$ cat src/include/tshi_defines.vh
/*
  Constants for the touch sensor host interface: timing figures,
  register byte addresses, control bit positions and frame sizes.
  Assumes a 200 MHz core clock; included by bare name.
*/
`ifndef TSHI_DEFINES_VH
`define TSHI_DEFINES_VH

// ****************************
// timing
// ****************************
`define TSHI_CLK_MHZ 200
`define TSHI_INIT_US 1
`define TSHI_INIT_CYC (`TSHI_INIT_US * `TSHI_CLK_MHZ)
`define TSHI_SPI_RDY_MS 50
`define TSHI_SPI_RDY_CYC (`TSHI_SPI_RDY_MS * 1000 * `TSHI_CLK_MHZ)
`define TSHI_FULL_MS 400
`define TSHI_FULL_CYC (`TSHI_FULL_MS * 1000 * `TSHI_CLK_MHZ)
`define TSHI_TMO_MS 10
`define TSHI_TMO_CYC (`TSHI_TMO_MS * 1000 * `TSHI_CLK_MHZ)
`define TSHI_GAP_US 500
`define TSHI_GAP_CYC (`TSHI_GAP_US * `TSHI_CLK_MHZ)
`define TSHI_GRACE_US 20
`define TSHI_GRACE_CYC (`TSHI_GRACE_US * `TSHI_CLK_MHZ)
`define TSHI_BURST_US 1000
`define TSHI_BURST_CYC (`TSHI_BURST_US * `TSHI_CLK_MHZ)
`define TSHI_LP_GAP_MS 100
`define TSHI_LP_GAP_CYC (`TSHI_LP_GAP_MS * 1000 * `TSHI_CLK_MHZ)
`define TSHI_CAL_BURSTS 4'hF

// ****************************
// frame
// ****************************
`define TSHI_LAST_BIT 5'h17
`define TSHI_FRAME_W 24

// ****************************
// registers
// ****************************
`define TSHI_A_CTRL 8'h00
`define TSHI_A_TX 8'h04
`define TSHI_A_KEYOK 8'h08
`define TSHI_A_RXCFG 8'h0C
`define TSHI_A_STAT 8'h10
`define TSHI_C_LP 0
`define TSHI_C_SUPP 1
`define TSHI_C_RECAL 2
`define TSHI_C_APPLY 3

`endif

$ cat src/logic/tshi_top.v
/*
  Host-facing side of a capacitive touch controller: start-up
  sequencing, spread strap capture, three-byte SPI slave with frame
  timeout, change flag and acquisition-idle flag with burst timing.
  Assumes SPI pins and the strap come from outside the clk domain;
  the register port is driven synchronously to clk.
*/
// How it works
// RQ1 - strap high selects spread burst frequency, low selects fixed frequency
// RQ2 - during reset every output enable is low
// RQ3 - after the first reset phase idle flag drives low, change flag high
// RQ4 - serial interface ignored until 50 ms after reset release
// RQ5 - change flag stays high after reset until a frame is read
// RQ6 - calibration takes 15 bursts; no touches reported before it ends
// RQ7 - fully functional 400 ms after reset release
// RQ8 - out-of-range keys masked; recalibration re-examines them
// RQ9 - reset leaves continuous mode with touch suppression off
// RQ10 - slave only, on select, clock, data in and data out
// RQ11 - frame not done within 10 ms is dropped; next bit starts anew
// RQ12 - received bytes are configuration, sent bytes are key state
// RQ13 - host waits after select falls before the first clock edge
// RQ14 - data in sampled on clock rise, data out changed on clock fall
// RQ15 - select may rise between bytes without breaking the frame
// RQ16 - select held low keeps the block out of deepest sleep
// RQ17 - changed key data raises the change flag
// RQ18 - an applied new setting raises the change flag
// RQ19 - only a completed frame lowers the change flag
// RQ20 - idle flag low in bursts, high 500 us between and while asleep
// RQ21 - after a complete frame idle flag low until next burst ends
// RQ22 - select within 20 us of burst start holds flag high, no burst
// RQ23 - each frame shifts three bytes each way at once
// RQ24 - host may use the idle flag to avoid bursts
// RQ25 - data out undriven while select is high
`timescale 1ns/1ps
`default_nettype none
`include "tshi_defines.vh"

module tshi_top #(
  parameter [27:0] SPI_RDY_CYC = `TSHI_SPI_RDY_CYC,
  parameter [27:0] FULL_CYC = `TSHI_FULL_CYC,
  parameter [27:0] TMO_CYC = `TSHI_TMO_CYC,
  parameter [27:0] GAP_CYC = `TSHI_GAP_CYC,
  parameter [27:0] BURST_CYC = `TSHI_BURST_CYC,
  parameter [27:0] LP_GAP_CYC = `TSHI_LP_GAP_CYC
) (
  input wire clk,
  input wire rst_n,
  input wire spread_strap,
  input wire spi_ss_n,
  input wire spi_sck,
  input wire spi_mosi,
  output reg spi_miso_o,
  output reg spi_miso_oe,
  output reg change_flag_o,
  output reg change_flag_oe,
  output reg acquisition_idle_flag_o,
  output reg acquisition_idle_flag_oe,
  output reg spread_en_o,
  output reg sleep_ok_o,
  input wire [7:0] reg_addr,
  input wire [31:0] reg_wdata,
  input wire reg_wr,
  input wire reg_rd,
  output reg [31:0] reg_rdata
);

  localparam [1:0] ST_OFF = 2'h0;
  localparam [1:0] ST_BURST = 2'h1;
  localparam [1:0] ST_GAP = 2'h2;
  localparam [1:0] ST_HOLD = 2'h3;
  localparam [27:0] INIT_CYC = `TSHI_INIT_CYC;
  localparam [27:0] GRACE_CYC = `TSHI_GRACE_CYC;

  // ****************************
  // pin synchronisers
  // ****************************
  reg ss_m_r, ss_s_r, ss_d_r;
  reg sck_m_r, sck_s_r, sck_d_r;
  reg mosi_m_r, mosi_s_r;
  reg strap_m_r, strap_s_r;

  // two flops per pin, a third only for edge finding
  always @(posedge clk or negedge rst_n) begin
    if (!rst_n) begin
      ss_m_r <= 1'b1;
      ss_s_r <= 1'b1;
      ss_d_r <= 1'b1;
      sck_m_r <= 1'b0;
      sck_s_r <= 1'b0;
      sck_d_r <= 1'b0;
      mosi_m_r <= 1'b0;
      mosi_s_r <= 1'b0;
      strap_m_r <= 1'b0;
      strap_s_r <= 1'b0;
    end else begin
      ss_m_r <= spi_ss_n;
      ss_s_r <= ss_m_r;
      ss_d_r <= ss_s_r;
      sck_m_r <= spi_sck;
      sck_s_r <= sck_m_r;
      sck_d_r <= sck_s_r;
      mosi_m_r <= spi_mosi;
      mosi_s_r <= mosi_m_r;
      strap_m_r <= spread_strap;
      strap_s_r <= strap_m_r;
    end
  end

  wire ss_low = ~ss_s_r;
  wire ss_fall = ss_d_r & ~ss_s_r;
  wire sck_rise = sck_s_r & ~sck_d_r;
  wire sck_fall = ~sck_s_r & sck_d_r;

  // ****************************
  // start-up sequencing
  // ****************************
  reg [27:0] boot_cnt_r;
  reg init_done_r, spi_rdy_r, full_r;

  // one saturating timer marks each start-up milestone
  always @(posedge clk or negedge rst_n) begin
    if (!rst_n) begin
      boot_cnt_r <= 28'h0000000;
      init_done_r <= 1'b0;
      spi_rdy_r <= 1'b0;
      full_r <= 1'b0;
    end else begin
      if (boot_cnt_r != FULL_CYC)
        boot_cnt_r <= boot_cnt_r + 28'h0000001;
      init_done_r <= init_done_r | (boot_cnt_r >= INIT_CYC); // RQ3
      spi_rdy_r <= spi_rdy_r | (boot_cnt_r >= SPI_RDY_CYC); // RQ4
      full_r <= full_r | (boot_cnt_r >= FULL_CYC); // RQ7
    end
  end

  wire init_rise = (boot_cnt_r == INIT_CYC) & ~init_done_r;

  // ****************************
  // register port state
  // ****************************
  reg lp_r, supp_r, recal_r, apply_r;
  reg [23:0] tx_r;
  reg [7:0] key_ok_r;
  reg tx_chg_r;
  reg cal_done_r;
  reg [23:0] rx_cfg_r;

  // software-facing controls; reset gives continuous mode, no suppression
  always @(posedge clk or negedge rst_n) begin
    if (!rst_n) begin
      lp_r <= 1'b0; // RQ9
      supp_r <= 1'b0; // RQ9
      recal_r <= 1'b0;
      apply_r <= 1'b0;
      tx_r <= 24'h000000;
      key_ok_r <= 8'hFF;
      tx_chg_r <= 1'b0;
    end else begin
      recal_r <= 1'b0;
      apply_r <= 1'b0;
      tx_chg_r <= 1'b0;
      if (reg_wr && reg_addr == `TSHI_A_CTRL) begin
        lp_r <= reg_wdata[`TSHI_C_LP];
        supp_r <= reg_wdata[`TSHI_C_SUPP];
        recal_r <= reg_wdata[`TSHI_C_RECAL];
        apply_r <= reg_wdata[`TSHI_C_APPLY];
      end
      if (reg_wr && reg_addr == `TSHI_A_TX) begin
        tx_r <= reg_wdata[23:0];
        tx_chg_r <= (reg_wdata[23:0] != tx_r); // RQ17
      end
      if (reg_wr && reg_addr == `TSHI_A_KEYOK)
        key_ok_r <= reg_wdata[7:0]; // RQ8
    end
  end

  // key state sent out; masked keys and pre-calibration touches hidden
  wire [23:0] tx_frame = cal_done_r ? {tx_r[23:8], tx_r[7:0] & key_ok_r} : 24'h000000; // RQ6 RQ8 RQ12

  // ****************************
  // serial slave
  // ****************************
  reg [4:0] bit_cnt_r;
  reg [23:0] shin_r, shout_r;
  reg [27:0] tmo_r;
  reg xfer_done_r, abort_r;

  wire in_frame = (bit_cnt_r != 5'h00) | ss_low;

  // frame survives select rising between bytes; only timeout restarts it
  always @(posedge clk or negedge rst_n) begin
    if (!rst_n) begin
      bit_cnt_r <= 5'h00;
      shin_r <= 24'h000000;
      shout_r <= 24'h000000;
      tmo_r <= 28'h0000000;
      xfer_done_r <= 1'b0;
      abort_r <= 1'b0;
      rx_cfg_r <= 24'h000000;
      spi_miso_o <= 1'b0;
      spi_miso_oe <= 1'b0;
    end else begin
      xfer_done_r <= 1'b0;
      abort_r <= 1'b0;
      spi_miso_oe <= spi_rdy_r & ss_low; // RQ25 RQ10
      if (!spi_rdy_r) begin
        bit_cnt_r <= 5'h00; // RQ4
        tmo_r <= 28'h0000000;
      end else if (tmo_r >= TMO_CYC) begin
        bit_cnt_r <= 5'h00; // RQ11
        tmo_r <= 28'h0000000;
        abort_r <= 1'b1;
      end else begin
        tmo_r <= in_frame ? tmo_r + 28'h0000001 : 28'h0000000;
        // first bit must be on the line before the first rising edge
        if (ss_fall && bit_cnt_r == 5'h00) begin
          spi_miso_o <= tx_frame[23];
          shout_r <= {tx_frame[22:0], 1'b0};
        end
        if (ss_low && sck_rise) begin
          shin_r <= {shin_r[22:0], mosi_s_r}; // RQ14
          if (bit_cnt_r == `TSHI_LAST_BIT) begin
            bit_cnt_r <= 5'h00; // RQ23
            rx_cfg_r <= {shin_r[22:0], mosi_s_r}; // RQ12
            xfer_done_r <= 1'b1;
            tmo_r <= 28'h0000000;
          end else begin
            bit_cnt_r <= bit_cnt_r + 5'h01; // RQ15
          end
        end
        // no shift after the last bit: next frame reloads on select
        if (ss_low && sck_fall && bit_cnt_r != 5'h00) begin
          spi_miso_o <= shout_r[23]; // RQ14
          shout_r <= {shout_r[22:0], 1'b0};
        end
      end
    end
  end

  // ****************************
  // change flag
  // ****************************
  wire change_set = init_rise | tx_chg_r | apply_r; // RQ5 RQ17 RQ18

  // set beats clear so an event in the reading cycle is kept
  always @(posedge clk or negedge rst_n) begin
    if (!rst_n) begin
      change_flag_o <= 1'b0;
      change_flag_oe <= 1'b0; // RQ2
    end else begin
      change_flag_oe <= init_done_r | init_rise; // RQ3
      if (change_set)
        change_flag_o <= 1'b1; // RQ3
      else if (xfer_done_r)
        change_flag_o <= 1'b0; // RQ19
    end
  end

  // ****************************
  // burst timing and idle flag
  // ****************************
  reg [1:0] state_r;
  reg [27:0] tmr_r;
  reg xlow_r;
  reg [3:0] burst_cnt_r;
  wire [27:0] gap_len = lp_r ? LP_GAP_CYC : GAP_CYC;

  // bursts are timed only; the idle flag tracks them for the host
  always @(posedge clk or negedge rst_n) begin
    if (!rst_n) begin
      state_r <= ST_OFF;
      tmr_r <= 28'h0000000;
      xlow_r <= 1'b0;
      burst_cnt_r <= 4'h0;
      cal_done_r <= 1'b0;
      acquisition_idle_flag_o <= 1'b0;
      acquisition_idle_flag_oe <= 1'b0; // RQ2
    end else begin
      acquisition_idle_flag_oe <= init_done_r | init_rise; // RQ3
      tmr_r <= tmr_r + 28'h0000001;
      if (xfer_done_r)
        xlow_r <= 1'b1; // RQ21
      if (recal_r) begin
        burst_cnt_r <= 4'h0; // RQ8
        cal_done_r <= 1'b0;
      end
      case (state_r)
        ST_OFF: begin
          acquisition_idle_flag_o <= 1'b0; // RQ3
          tmr_r <= 28'h0000000;
          if (init_done_r)
            state_r <= ST_BURST;
        end
        ST_BURST: begin
          if (ss_fall && spi_rdy_r && tmr_r < GRACE_CYC) begin
            state_r <= ST_HOLD; // RQ22
            acquisition_idle_flag_o <= 1'b1;
          end else if (tmr_r >= BURST_CYC - 28'h0000001) begin
            state_r <= ST_GAP;
            tmr_r <= 28'h0000000;
            // a frame ending on this very edge keeps the flag low one more burst
            xlow_r <= xfer_done_r; // RQ21
            acquisition_idle_flag_o <= ~xfer_done_r; // RQ20
            if (!recal_r && burst_cnt_r != `TSHI_CAL_BURSTS)
              burst_cnt_r <= burst_cnt_r + 4'h1;
            if (!recal_r && burst_cnt_r == `TSHI_CAL_BURSTS - 4'h1)
              cal_done_r <= 1'b1; // RQ6
          end else begin
            acquisition_idle_flag_o <= 1'b0; // RQ20
          end
        end
        ST_GAP: begin
          acquisition_idle_flag_o <= ~(xlow_r | xfer_done_r); // RQ20 RQ21
          if (tmr_r >= gap_len) begin
            state_r <= ST_BURST;
            tmr_r <= 28'h0000000;
            acquisition_idle_flag_o <= 1'b0;
          end
        end
        ST_HOLD: begin
          tmr_r <= 28'h0000000;
          acquisition_idle_flag_o <= 1'b1; // RQ22
          if (xfer_done_r || abort_r) begin
            state_r <= ST_BURST;
            acquisition_idle_flag_o <= 1'b0; // RQ21
          end
        end
        default: begin
          state_r <= ST_OFF;
        end
      endcase
    end
  end

  // ****************************
  // strap, sleep permission, readback
  // ****************************
  // strap is caught once, after reset, from its synchronised copy
  always @(posedge clk or negedge rst_n) begin
    if (!rst_n) begin
      spread_en_o <= 1'b0;
      sleep_ok_o <= 1'b0;
      reg_rdata <= 32'h00000000;
    end else begin
      if (init_rise)
        spread_en_o <= strap_s_r; // RQ1
      sleep_ok_o <= (state_r == ST_GAP) & lp_r & ~ss_low & ~in_frame; // RQ16
      reg_rdata <= 32'h00000000;
      if (reg_rd) begin
        case (reg_addr)
          `TSHI_A_CTRL: reg_rdata <= {30'h00000000, supp_r, lp_r};
          `TSHI_A_TX: reg_rdata <= {8'h00, tx_r};
          `TSHI_A_KEYOK: reg_rdata <= {24'h000000, key_ok_r};
          `TSHI_A_RXCFG: reg_rdata <= {8'h00, rx_cfg_r};
          `TSHI_A_STAT: reg_rdata <= {20'h00000, burst_cnt_r, full_r, cal_done_r,
            spi_rdy_r, spread_en_o, ss_low, change_flag_o, acquisition_idle_flag_o,
            xlow_r};
          default: reg_rdata <= 32'h00000000;
        endcase
      end
    end
  end

endmodule // tshi_top
`default_nettype wire

$ cat config.mk
export PLATFORM = sky130hd
export DESIGN_NAME = tshi_top
export DESIGN_NICKNAME = d
export VERILOG_FILES = /design/src/logic/tshi_top.v
export VERILOG_INCLUDE_DIRS = /design/src /design/src/include
export SDC_FILE = /design/constraint.sdc
export NUM_CORES = 1
export LEC_CHECK = 0
export ABC_AREA = 1
export BUFFER_PORTS_ARGS = -buffer_cell sky130_fd_sc_hd__buf_2
export CAP_MARGIN = 20
export CELL_PAD_IN_SITES_DETAIL_PLACEMENT = 1
export CELL_PAD_IN_SITES_GLOBAL_PLACEMENT = 1
export CORE_ASPECT_RATIO = 0.5
export CORE_MARGIN = 4
export CORE_UTILIZATION = 46
export DETAILED_ROUTE_END_ITERATION = 6
export PLACE_DENSITY_LB_ADDON = 0.1
export SYNTH_ARGS = -nofsm -noshare
export SYNTH_HDL_FRONTEND = slang
export SYNTH_SLANG_ARGS = --single-unit
$ cat constraint.sdc
create_clock -name clk -period 2.15 [get_ports clk]
set_clock_uncertainty 0.1 [all_clocks]
set_input_delay 0.215 -clock clk [delete_from_list [all_inputs] [get_ports clk]]
set_output_delay 0.215 -clock clk [all_outputs]
set_load 0.01 [all_outputs]
==> results of run 1 <==
-- cells by family (layout without fill, tap and decap cells) --
family                   count (synthesis)  count (layout)  synth area share [%]
AND/OR/NAND/NOR                        680             680                 24.50
flip-flops                             250             250                 50.67
buffers and inverters                  246             384                 8.382
AO/OA/AOI/OAI                          198             198                 8.807
XOR/XNOR                                79              79                 5.591
adder cells (fa/ha/maj)                 20              20                 2.022
other                                    1              17               0.03030
-- power breakdown --
group / switching [mW] / leakage, nW / total, mW / internal (mW)
logic: 0.260 / 2.77 / 0.415 / 0.155
registers: 0.0531 / 3.36 / 4.82 / 4.77
clock network: 1.90 / 0.417 / 4.49 / 2.59
total: 2.21 / 6.54 / 9.73 / 7.51
-- final timing paths --
kind | to | slack, ns | cells after the start
worst max-delay path | tmr_r[20] | 0.07 | 13
worst max register to register | tmr_r[20] | 0.07 | 13
worst min-delay path | reg_rdata[0] | 0.04 | 4
worst min register to register | mosi_s_r | 0.25 | 0
max in group asynchronous | key_ok_r[7] | 1.19 | 3
min in group asynchronous | tmo_r[5] | 0.10 | 2
-- synthesized netlist by cell type (3+ instances only) --
cell | n | area, sq um
a21oi_1 | 23 | 115.1
a31oi_1 | 5 | 31.28
a41oi_1 | 4 | 35.03
buf_2 | 15 | 75.07
buf_4 | 11 | 82.58
buf_6 | 7 | 78.83
clkbuf_1 | 11 | 41.29
dfrtp_1 | 239 | 5981
dfstp_2 | 11 | 289.0
ha_1 | 20 | 250.2
inv_1 | 194 | 728.2
inv_2 | 6 | 22.52
nand2_1 | 331 | 1242
nand2_2 | 15 | 93.84
nand3_1 | 75 | 375.4
nand3_2 | 6 | 60.06
nand3b_1 | 3 | 22.52
nand4_1 | 33 | 206.5
nor2_1 | 148 | 555.5
nor2_2 | 7 | 43.79
nor2_4 | 6 | 67.56
nor3_1 | 34 | 170.2
nor3_2 | 4 | 40.04
nor4_1 | 9 | 56.30
o211ai_1 | 3 | 22.52
o21a_1 | 6 | 45.04
o21ai_0 | 90 | 450.4
o21ai_1 | 51 | 255.2
o21ai_2 | 9 | 78.83
xnor2_1 | 22 | 192.7
xor2_1 | 57 | 499.2
-- cells in the final DEF (no fill, tap or decap), types with 4 or more instances in the layout --
| master | count |
|---|---|
| xnor2_1 | 22 |
| nand4_1 | 33 |
| dfstp_2 | 11 |
| dlygate4sd3_1 | 31 |
| ha_1 | 15 |
| buf_12 | 8 |
| conb_1 | 17 |
| nor2_2 | 15 |
| o21ai_1 | 51 |
| a21oi_1 | 23 |
| clkbuf_16 | 25 |
| clkinv_2 | 7 |
| a41oi_1 | 4 |
| nand3_2 | 6 |
| nor3_2 | 4 |
| nor4_1 | 9 |
| buf_4 | 26 |
| ha_4 | 4 |
| o21ai_2 | 8 |
| o21a_1 | 6 |
| nor3_1 | 34 |
| o21ai_0 | 90 |
| xor2_1 | 56 |
| nand3_1 | 75 |
| nor2_1 | 133 |
| dfrtp_1 | 239 |
| a31oi_1 | 5 |
| buf_2 | 70 |
| nand2_1 | 329 |
| inv_2 | 5 |
| nand2_2 | 17 |
| inv_1 | 193 |
| clkbuf_8 | 6 |
| nor2_4 | 13 |
-- area by class of cell --
type	instances	area share [%]
repair buffers	137	7.122
flip-flops and latches	250	42.84
well taps	352	3.010
multi-input cells	994	36.06
repair inverters	2	0.08550
inverters	200	5.181
clock buffers	34	4.916
clock inverters	11	0.7780
-- worst reg2reg max path: cells and delay by family, from the launching register on --
family	cells	cell delay, ns
compound gates	1	0.12
fa+ha+maj	1	0.16
buf+inv	2	0.38
flops	1	0.42
simple gates	9	0.82
-- state kept, by name, summed over array words and instances (netlist names), 8 cells and up --
signal      flops
boot_cnt_r     28
key_ok_r        8
reg_rdata      24
rx_cfg_r       24
shin_r         23
shout_r        23
tmo_r          28
tmr_r          28
tx_r           24
-- through the flow --
step | total power, mW | cell area (sq um)
final | 9.725 | 14630
after CTS | 9.846 | 14440
after global routing | 10.09 | 14630
after detailed placement | 5.275 | 13290
after global placement | 5.258 | 13290
after floorplan | 5.040 | 12430
-- metal layers --
metal	vias up	global-route usage, %	part of all wire [%]
met1	5146	29.97	46
met2	127	39.86	49
met3	55	3.208	2.8
met4	0	4.789	2.1
met5	-	0	0
li1	4956	-	-
-- timing repair --
| item | CTS | global route |
|---|---|---|
| cloned | 0 | 2 |
| gates resized for setup | 1 | 39 |
| pin swaps | 0 | 8 |
| setup buffers | 0 | 3 |
| hold endpoints to repair | 282 | 0 |
| hold buffers | 31 | 0 |
| setup endpoints to repair | 26 | 29 |
==> flow_summary.ini, run 1 <==
[timing]
final_max_slew_viol_count = 0
max_freq_mhz = 481.1
setup_ws_ns = 0.07147
setup_viol = 0
holdWs_ns = 0.03520
min_period_ns = 2.079
worst_pin_slew_ns = 0.5333
relSlewSlack_pct = 64.41
timing.final.crit_share_pct = 96.68
finalHoldViolations = 0
fin_setup_tns_ns = 0

[detailed_routing]
vias = 10284
wire_per_inst_um = 17.08
drc_errors = 0
postRouteWirelength_mm = 33.83
drt_iter0_drc = 539
antenna_left = 0
drtPass1Iterations = 5
viasPerCell = 5.194

[die]
die-area_sq_mm = 0.02975
die_w_um = 240.0
ios = 88
coreArea_sq_mm = 0.02643
num_rows = 42
fp.dieH_um = 124.0
start_util_pct = 46.81

[cts]
htree_levels = 1
tritoncts = done
numCtsBuffers = 25
clockBufferDepth = 3
clkLatencyLatePin_ns = 0.53
clkTransAtPathRegs_ns = 0.06
cts.sinks = 250
root_buffer = clkbuf_16

[logic_synthesis]
netlist_area_sq_mm = 0.01237
postSynth.asyncResetShare_pct = 100.0
yosys_warnings = 0
synth_cells = 1474
ys_ff_latch = 250
synth_edf_count = 0
synth_ff_type = dfrtp_1
seq_area_frac_synth_pct = 50.67
syn_avg_cell_area_sq_um = 8.395
ys_types = 46

[placement]
placement.io_buffers = 71
dp.cells = 1899
dp_slack_ns = -0.02552
place.gp.congestion = 0.8744
dp_hpwl_mm = 23.83

[worst_setup_path]
cpLargestDelayFamily = simple AND/OR/NAND/NOR gates
startpoint_type = register
worst_path_max_delay_cell = dfrtp_1
r2r_start = lp_r
endpoint_kind = register
arrival_ns = 2.44
crit_top_cell = nand2_1
critPathKind = reg -> reg
crit_fanout = 7
crit_path_start = lp_r
cp_data_required_time_ns = 2.52
cp_num_buf_inv = 2
slowest_delay_ns = 0.42
worstPathCellList = buf_6 > ha_4 > nor2_1 > nand3_1 > nand2_1 > nand2_1 > nand2_1 > nand2_1 > nor2_2 > nand2_2 > o21ai_4 > clkinv_4 > nor2_4

[cells_and_area]
regArea_sq_mm = 0.006270
stdcell_count = 1980
drive_above_1_share_pct = 14.99
final_nets = 1678
n_antenna_cell = 0
multi_input_area_sq_mm = 0.005278
fin_util_pct = 55.36
syn_to_final_growth_pct = 18.26
n_fill_cell = 3153

[hold_path]
hp-class = in -> reg
min_from = reg_addr[2]

[pwr]
leakage_nw = 6.545
cellPowerDensity_mw_per_mm2 = 664.6
ir_drop_uv = 475.9

[global_routing]
grt_max_degree = 53
grt_usage_pct = 22.51
grt_pass1_wl_mm = 54.52
overflow = 0
grt_antenna_before_repair = 0
grt_pass1_vias = 10875

[run_status]
status = complete, no violations

[run]
maxCapViolations = 0
Power figures use the tool's default switching activity.
==> inputs of run 2 (changes only) <==
PLACE_DENSITY = 0.91   (was default)
PLACE_DENSITY_LB_ADDON = default   (was 0.1)
==> run 2 against run 1 <==
  * The flow now finishes with violations (max-capacitance violations, max-slew violations, negative setup slack)
  * Register-to-register slack got worse by 0.56 ns
  * Wire length increased by 73%
  * Count of clock-buffer cells in the layout unchanged
  * Critical path type unchanged
  * Sequential power hardly changed
  * Setup slack got worse by 0.56 ns
  * Fmax decreased by 21%
  * Sequential cell count unchanged
  * Critical endpoint is now sleep_ok_o
  * Largest power group unchanged
  * First-iteration DRC count rose to 3.6 times the previous value
  * Worst hold slack better by 0.011 ns
  * Highest routed layer is now met5
  * Combinational power is 19% higher
==> flow_summary.ini, run 2 (synthesized netlist as in run 1, its figures left out) <==
[cells_and_area]
final_nets = 1687
n_fill_cell = 3041
syn_to_final_growth_pct = 21.03
drive_above_1_share_pct = 18.83
final_common_cell = nand2_1
regArea_sq_mm = 0.006284
reg_top3 = boot_cnt_r (28), tmo_r (28), tmr_r (28)
layout_common_cells = nand2_1 (318), dfrtp_1 (228), inv_1 (191), nor2_1 (112), o21ai_0 (81)
fin_area_sq_mm = 0.01498
multi_input_area_sq_mm = 0.005554

[worst_setup_path]
arrival_ns = 2.89
r2r_start = bit_cnt_r[1]
startpoint_type = register
endpoint_kind = register
crit_fanout = 5
critPathKind = reg -> reg
r2r_slack_ns = -0.49
r2r_end = sleep_ok_o
cp_data_required_time_ns = 2.40
r2r_cells = 4

[pwr]
ir_drop_uv = 633.9
pwr-share-clk_pct = 46.0
power_frac_seq_pct = 49.0
leakage_nw = 6.608
cellPowerDensity_mw_per_mm2 = 659.0
internal_power_mw = 7.207
power.switching_mw = 2.663
switching_share_pct = 26.98
power_frac_comb_pct = 5.0

[die]
fp.dieH_um = 124.0
num_rows = 42
coreArea_sq_mm = 0.02643
die_w_um = 240.0
start_util_pct = 46.81
ios = 88
die-area_sq_mm = 0.02975

[hold_path]
min_from = reg_wr
hold_end = recal_r
hold_path_depth = 3
hp-class = in -> reg

[detailed_routing]
viasPerCell = 6.574
postRouteWirelength_mm = 58.45
drtPass1Iterations = 7
drc_errors = 0
drt_iter0_drc = 1914
antenna_left = 0
wire_per_inst_um = 29.36
vias = 13089

[timing]
final_max_slew_viol_count = 2
worst_pin_slew_ns = 1.611
max_freq_mhz = 378.5
finalHoldViolations = 0
timing.final.crit_share_pct = 122.9
setup_ws_ns = -0.4917
grt_setup_unrepaired = true
relSlewSlack_pct = -8.423
setup_viol = 93
min_period_ns = 2.642

[global_routing]
grt_max_degree = 60
grt_pass1_vias = 12971
grt_pass1_wl_mm = 73.08
overflow = 0
grt_antenna_before_repair = 6
grt_usage_pct = 31.49

[run]
maxCapViolations = 1

[cts]
numCtsBuffers = 24
clkLatencyLatePin_ns = 0.60
tritoncts = done
htree_levels = 1
root_buffer = clkbuf_16
cts.sinks = 250
clkTransAtPathRegs_ns = 0.08
clockBufferDepth = 3

[run_status]
violations = max-capacitance violations, max-slew violations, negative setup slack
status = complete, but fails checks

[placement]
dp_hpwl_mm = 25.08
place_area_sq_mm = 0.01322
placement.io_buffers = 71
dp_slack_ns = -0.1527
place.gp.congestion = 0.9023
run 2: per-layer routing:
layer,global-route usage [%],routed length (um),vias to the layer above
li1,-,-,4967
met1,36.16,19890,6354
met2,54.26,25880,1262
met3,5.951,7007,502
met4,21.86,5645,4
met5,0,31,-
run 2: layout make-up:
type / count / area share [%]
diodes: 3 / 0.05013
well taps: 352 / 2.941
multi-input cells: 996 / 37.08
inverters: 200 / 5.171
repair buffers: 144 / 7.577
clock inverters: 9 / 0.3425
clock buffers: 34 / 4.670
flip-flops and latches: 250 / 41.95
repair inverters: 3 / 0.2089
run 2: power by group through the flow:
stage	clock network, mW	registers (mW)	logic [mW]
after global placement	0	4.90	0.345
after CTS	4.26	4.82	0.425
after detailed placement	0	4.91	0.366
after global routing	4.68	4.84	0.529
final	4.54	4.84	0.495
after floorplan	0	4.89	0.148
run 2: through the flow:
stage / total power [mW] / TNS (ns) / utilization, % / hold slack (ns) / std cells
after CTS: 9.508 / 0 / 54.11 / 0.02487 / 1967
after detailed placement: 5.273 / -2.957 / 50.03 / 0.08804 / 1893
after global routing: 10.05 / -18.36 / 56.64 / 0.03518 / 1989
final: 9.870 / -13.14 / 56.66 / 0.04586 / 1991
after floorplan: 5.040 / 0 / - / -0.1806 / 1490
after global placement: 5.245 / -0.01820 / 50.03 / 0.08237 / 1893
run 2: critical path, stage by stage (launching register included):
cell and delay (ns):
dfrtp_1 0.44, inv_1 0.17, ha_1 0.23, nand4_4 0.19
nor4_1 1.26
run 2: what timing repair did:
action                                 4_1_cts  5_1_grt
gates cloned                                 0        7
resized for setup                            9      133
endpoints found under the hold margin      218        0
setup endpoints to repair                   37      103
hold buffers                                30        0
buffers inserted                             1       14
pin swaps                                    1       25
run 2: worst max-delay path by stage:
stage / start / to / slack (ns)
finish: bit_cnt_r[1] / sleep_ok_o / -0.49
global route: tmo_r[8] / shin_r[10] / -0.58
CTS: lp_r / tmr_r[20] / 0.01
detailed placement: lp_r / tmr_r[2] / -0.15
global placement: lp_r / tmr_r[19] / -0.01
floorplan: lp_r / tmr_r[0] / 0.22
==> inputs of run 3 (changes only) <==
SKIP_CTS_REPAIR_TIMING = 1   (was default)
==> run 3 against run 2 <==
  * The run ends with negative setup slack left
  * Sequential cell count did not move
  * First-iteration DRC count fell by 22%
  * Combinational power fell by 4.8%
  * Utilization fell by 1.2 points
  * Die area did not move
  * Sequential power barely moved
  * Register-to-register slack improved by 0.29 ns
  * Non-clock buffer count fell by 7
  * Global-route usage fell by 4.4 points
  * Critical path type unchanged
==> flow_summary.ini, run 3 (synthesized netlist as in run 1, its figures left out) <==
[cells_and_area]
drive_above_1_share_pct = 16.04
final_nets = 1678
final_common_cell = nand2_1
n_fill_cell = 3071
n_antenna_cell = 0
stdcell_count = 1979
reg_top3 = boot_cnt_r (28), tmo_r (28), tmr_r (28)
syn_to_final_growth_pct = 18.56
layout_common_cells = nand2_1 (325), dfrtp_1 (235), inv_1 (193), nor2_1 (129), o21ai_0 (83)

[cts]
tritoncts = done
root_buffer = clkbuf_16
htree_levels = 1
numCtsBuffers = 24
clockBufferDepth = 3
cts.sinks = 250
clkTransAtPathRegs_ns = 0.08
clkLatencyLatePin_ns = 0.56

[hold_path]
hold_end = apply_r
hp-class = in -> reg
min_from = reg_wr
hold_path_depth = 3

[run]
maxCapViolations = 0

[timing]
min_period_ns = 2.352
relSlewSlack_pct = 50.50
max_freq_mhz = 425.1
final_max_slew_viol_count = 0
finalHoldViolations = 0
worst_pin_slew_ns = 0.7357
setup_viol = 42
timing.final.crit_share_pct = 109.4
grt_setup_unrepaired = true
setup_ws_ns = -0.2025

[die]
start_util_pct = 46.81
ios = 88
num_rows = 42
die_w_um = 240.0
die-area_sq_mm = 0.02975
coreArea_sq_mm = 0.02643
fp.dieH_um = 124.0

[pwr]
leakage_nw = 6.525
power_frac_comb_pct = 4.9
pwr-share-clk_pct = 45.2
ir_drop_uv = 546.5
internal_power_mw = 7.203
switching_share_pct = 25.53
power.switching_mw = 2.469
power.total_mw = 9.672
cellPowerDensity_mw_per_mm2 = 659.3
power_frac_seq_pct = 49.9

[global_routing]
overflow = 0
grt_pass1_vias = 12123
grt_max_degree = 60
grt_usage_pct = 27.06
grt_antenna_before_repair = 0
grt_pass1_wl_mm = 64.30

[worst_setup_path]
r2r_slack_ns = -0.20
startpoint_type = register
r2r_end = tmr_r[9]
r2r_cells = 9
endpoint_kind = register
r2r_start = tmr_r[26]
arrival_ns = 2.71
cp_data_required_time_ns = 2.50
crit_fanout = 7
critPathKind = reg -> reg

[run_status]
status = complete, but fails checks
violations = negative setup slack

[detailed_routing]
drtPass1Iterations = 6
drt_iter0_drc = 1500
drc_errors = 0
postRouteWirelength_mm = 49.46
antenna_left = 0
wire_per_inst_um = 24.99
vias = 12052
viasPerCell = 6.090

[placement]
dp.cells = 1893
dp_hpwl_mm = 25.08
place.gp.congestion = 0.9023
dp_slack_ns = -0.1527
placement.io_buffers = 71
## run 3: changes by cell type in the layout (fill, tap and decap cells not counted), moves of 6 or more
cell,before,now
nor2_1,112,129
dfrtp_1,228,235
nor2_2,28,18
buf_4,30,24
nand2_1,318,325
nor2_4,22,14
dfrtp_2,11,4
## run 3: layout make-up
type	instances	area, sq um	area share [%]
clock inverter	9	51.30	0.3496
timing repair buffer	137	1046	7.129
clock buffer	34	699.4	4.767
sequential	250	6275	42.77
multi-input combinational	994	5365	36.57
inverter	200	768.2	5.236
timing repair inverter	3	26.28	0.1791
tap	352	440.4	3.002
## run 3: how the worst max path moves through the flow
stage | startpoint | end | slack [ns] | cells past startpoint
floorplan | lp_r | tmr_r[0] | 0.22 | 14
global placement | lp_r | tmr_r[19] | -0.01 | 11
detailed placement | lp_r | tmr_r[2] | -0.15 | 11
CTS | lp_r | tmr_r[20] | -0.17 | 11
global route | lp_r | tmr_r[9] | -0.22 | 10
finish | tmr_r[26] | tmr_r[9] | -0.20 | 9
## run 3: critical path, cell delays in order, from the launching register on
cell	delay, ns
dfrtp_1	0.40
nor2_1	0.25
nand2_1	0.16
nor2_1	0.25
nand3_1	0.17
inv_1	0.11
nand2_2	0.13
o21ai_4	0.31
clkinv_4	0.18
nor2_1	0.21
## run 3: metrics by stage
| step | hold WS (ns) | instance area, sq um | util [%] | TNS, ns |
|---|---|---|---|---|
| after global placement | 0.08237 | 13220 | 50.03 | -0.01820 |
| final | 0.06532 | 14670 | 55.51 | -4.160 |
| after detailed placement | 0.08804 | 13220 | 50.03 | -2.957 |
| after global routing | 0.06462 | 14670 | 55.51 | -9.252 |
| after floorplan | -0.1806 | 12430 | - | 0 |
| after CTS | -0.4761 | 13970 | 52.87 | -3.843 |
## run 3: power groups by stage
stage | registers, mW | clock network [mW] | logic (mW)
after floorplan | 4.89 | 0 | 0.148
after global placement | 4.90 | 0 | 0.345
after detailed placement | 4.91 | 0 | 0.366
after CTS | 4.82 | 4.26 | 0.381
after global routing | 4.83 | 4.53 | 0.507
final | 4.83 | 4.37 | 0.471
## run 3: routing by layer
layer	global-route usage, %	up-vias	routed length (um)
li1	-	4939	-
met1	32.18	5940	18020
met2	48.53	822	23630
met3	4.491	351	4088
met4	13.18	0	3728
met5	0	-	0
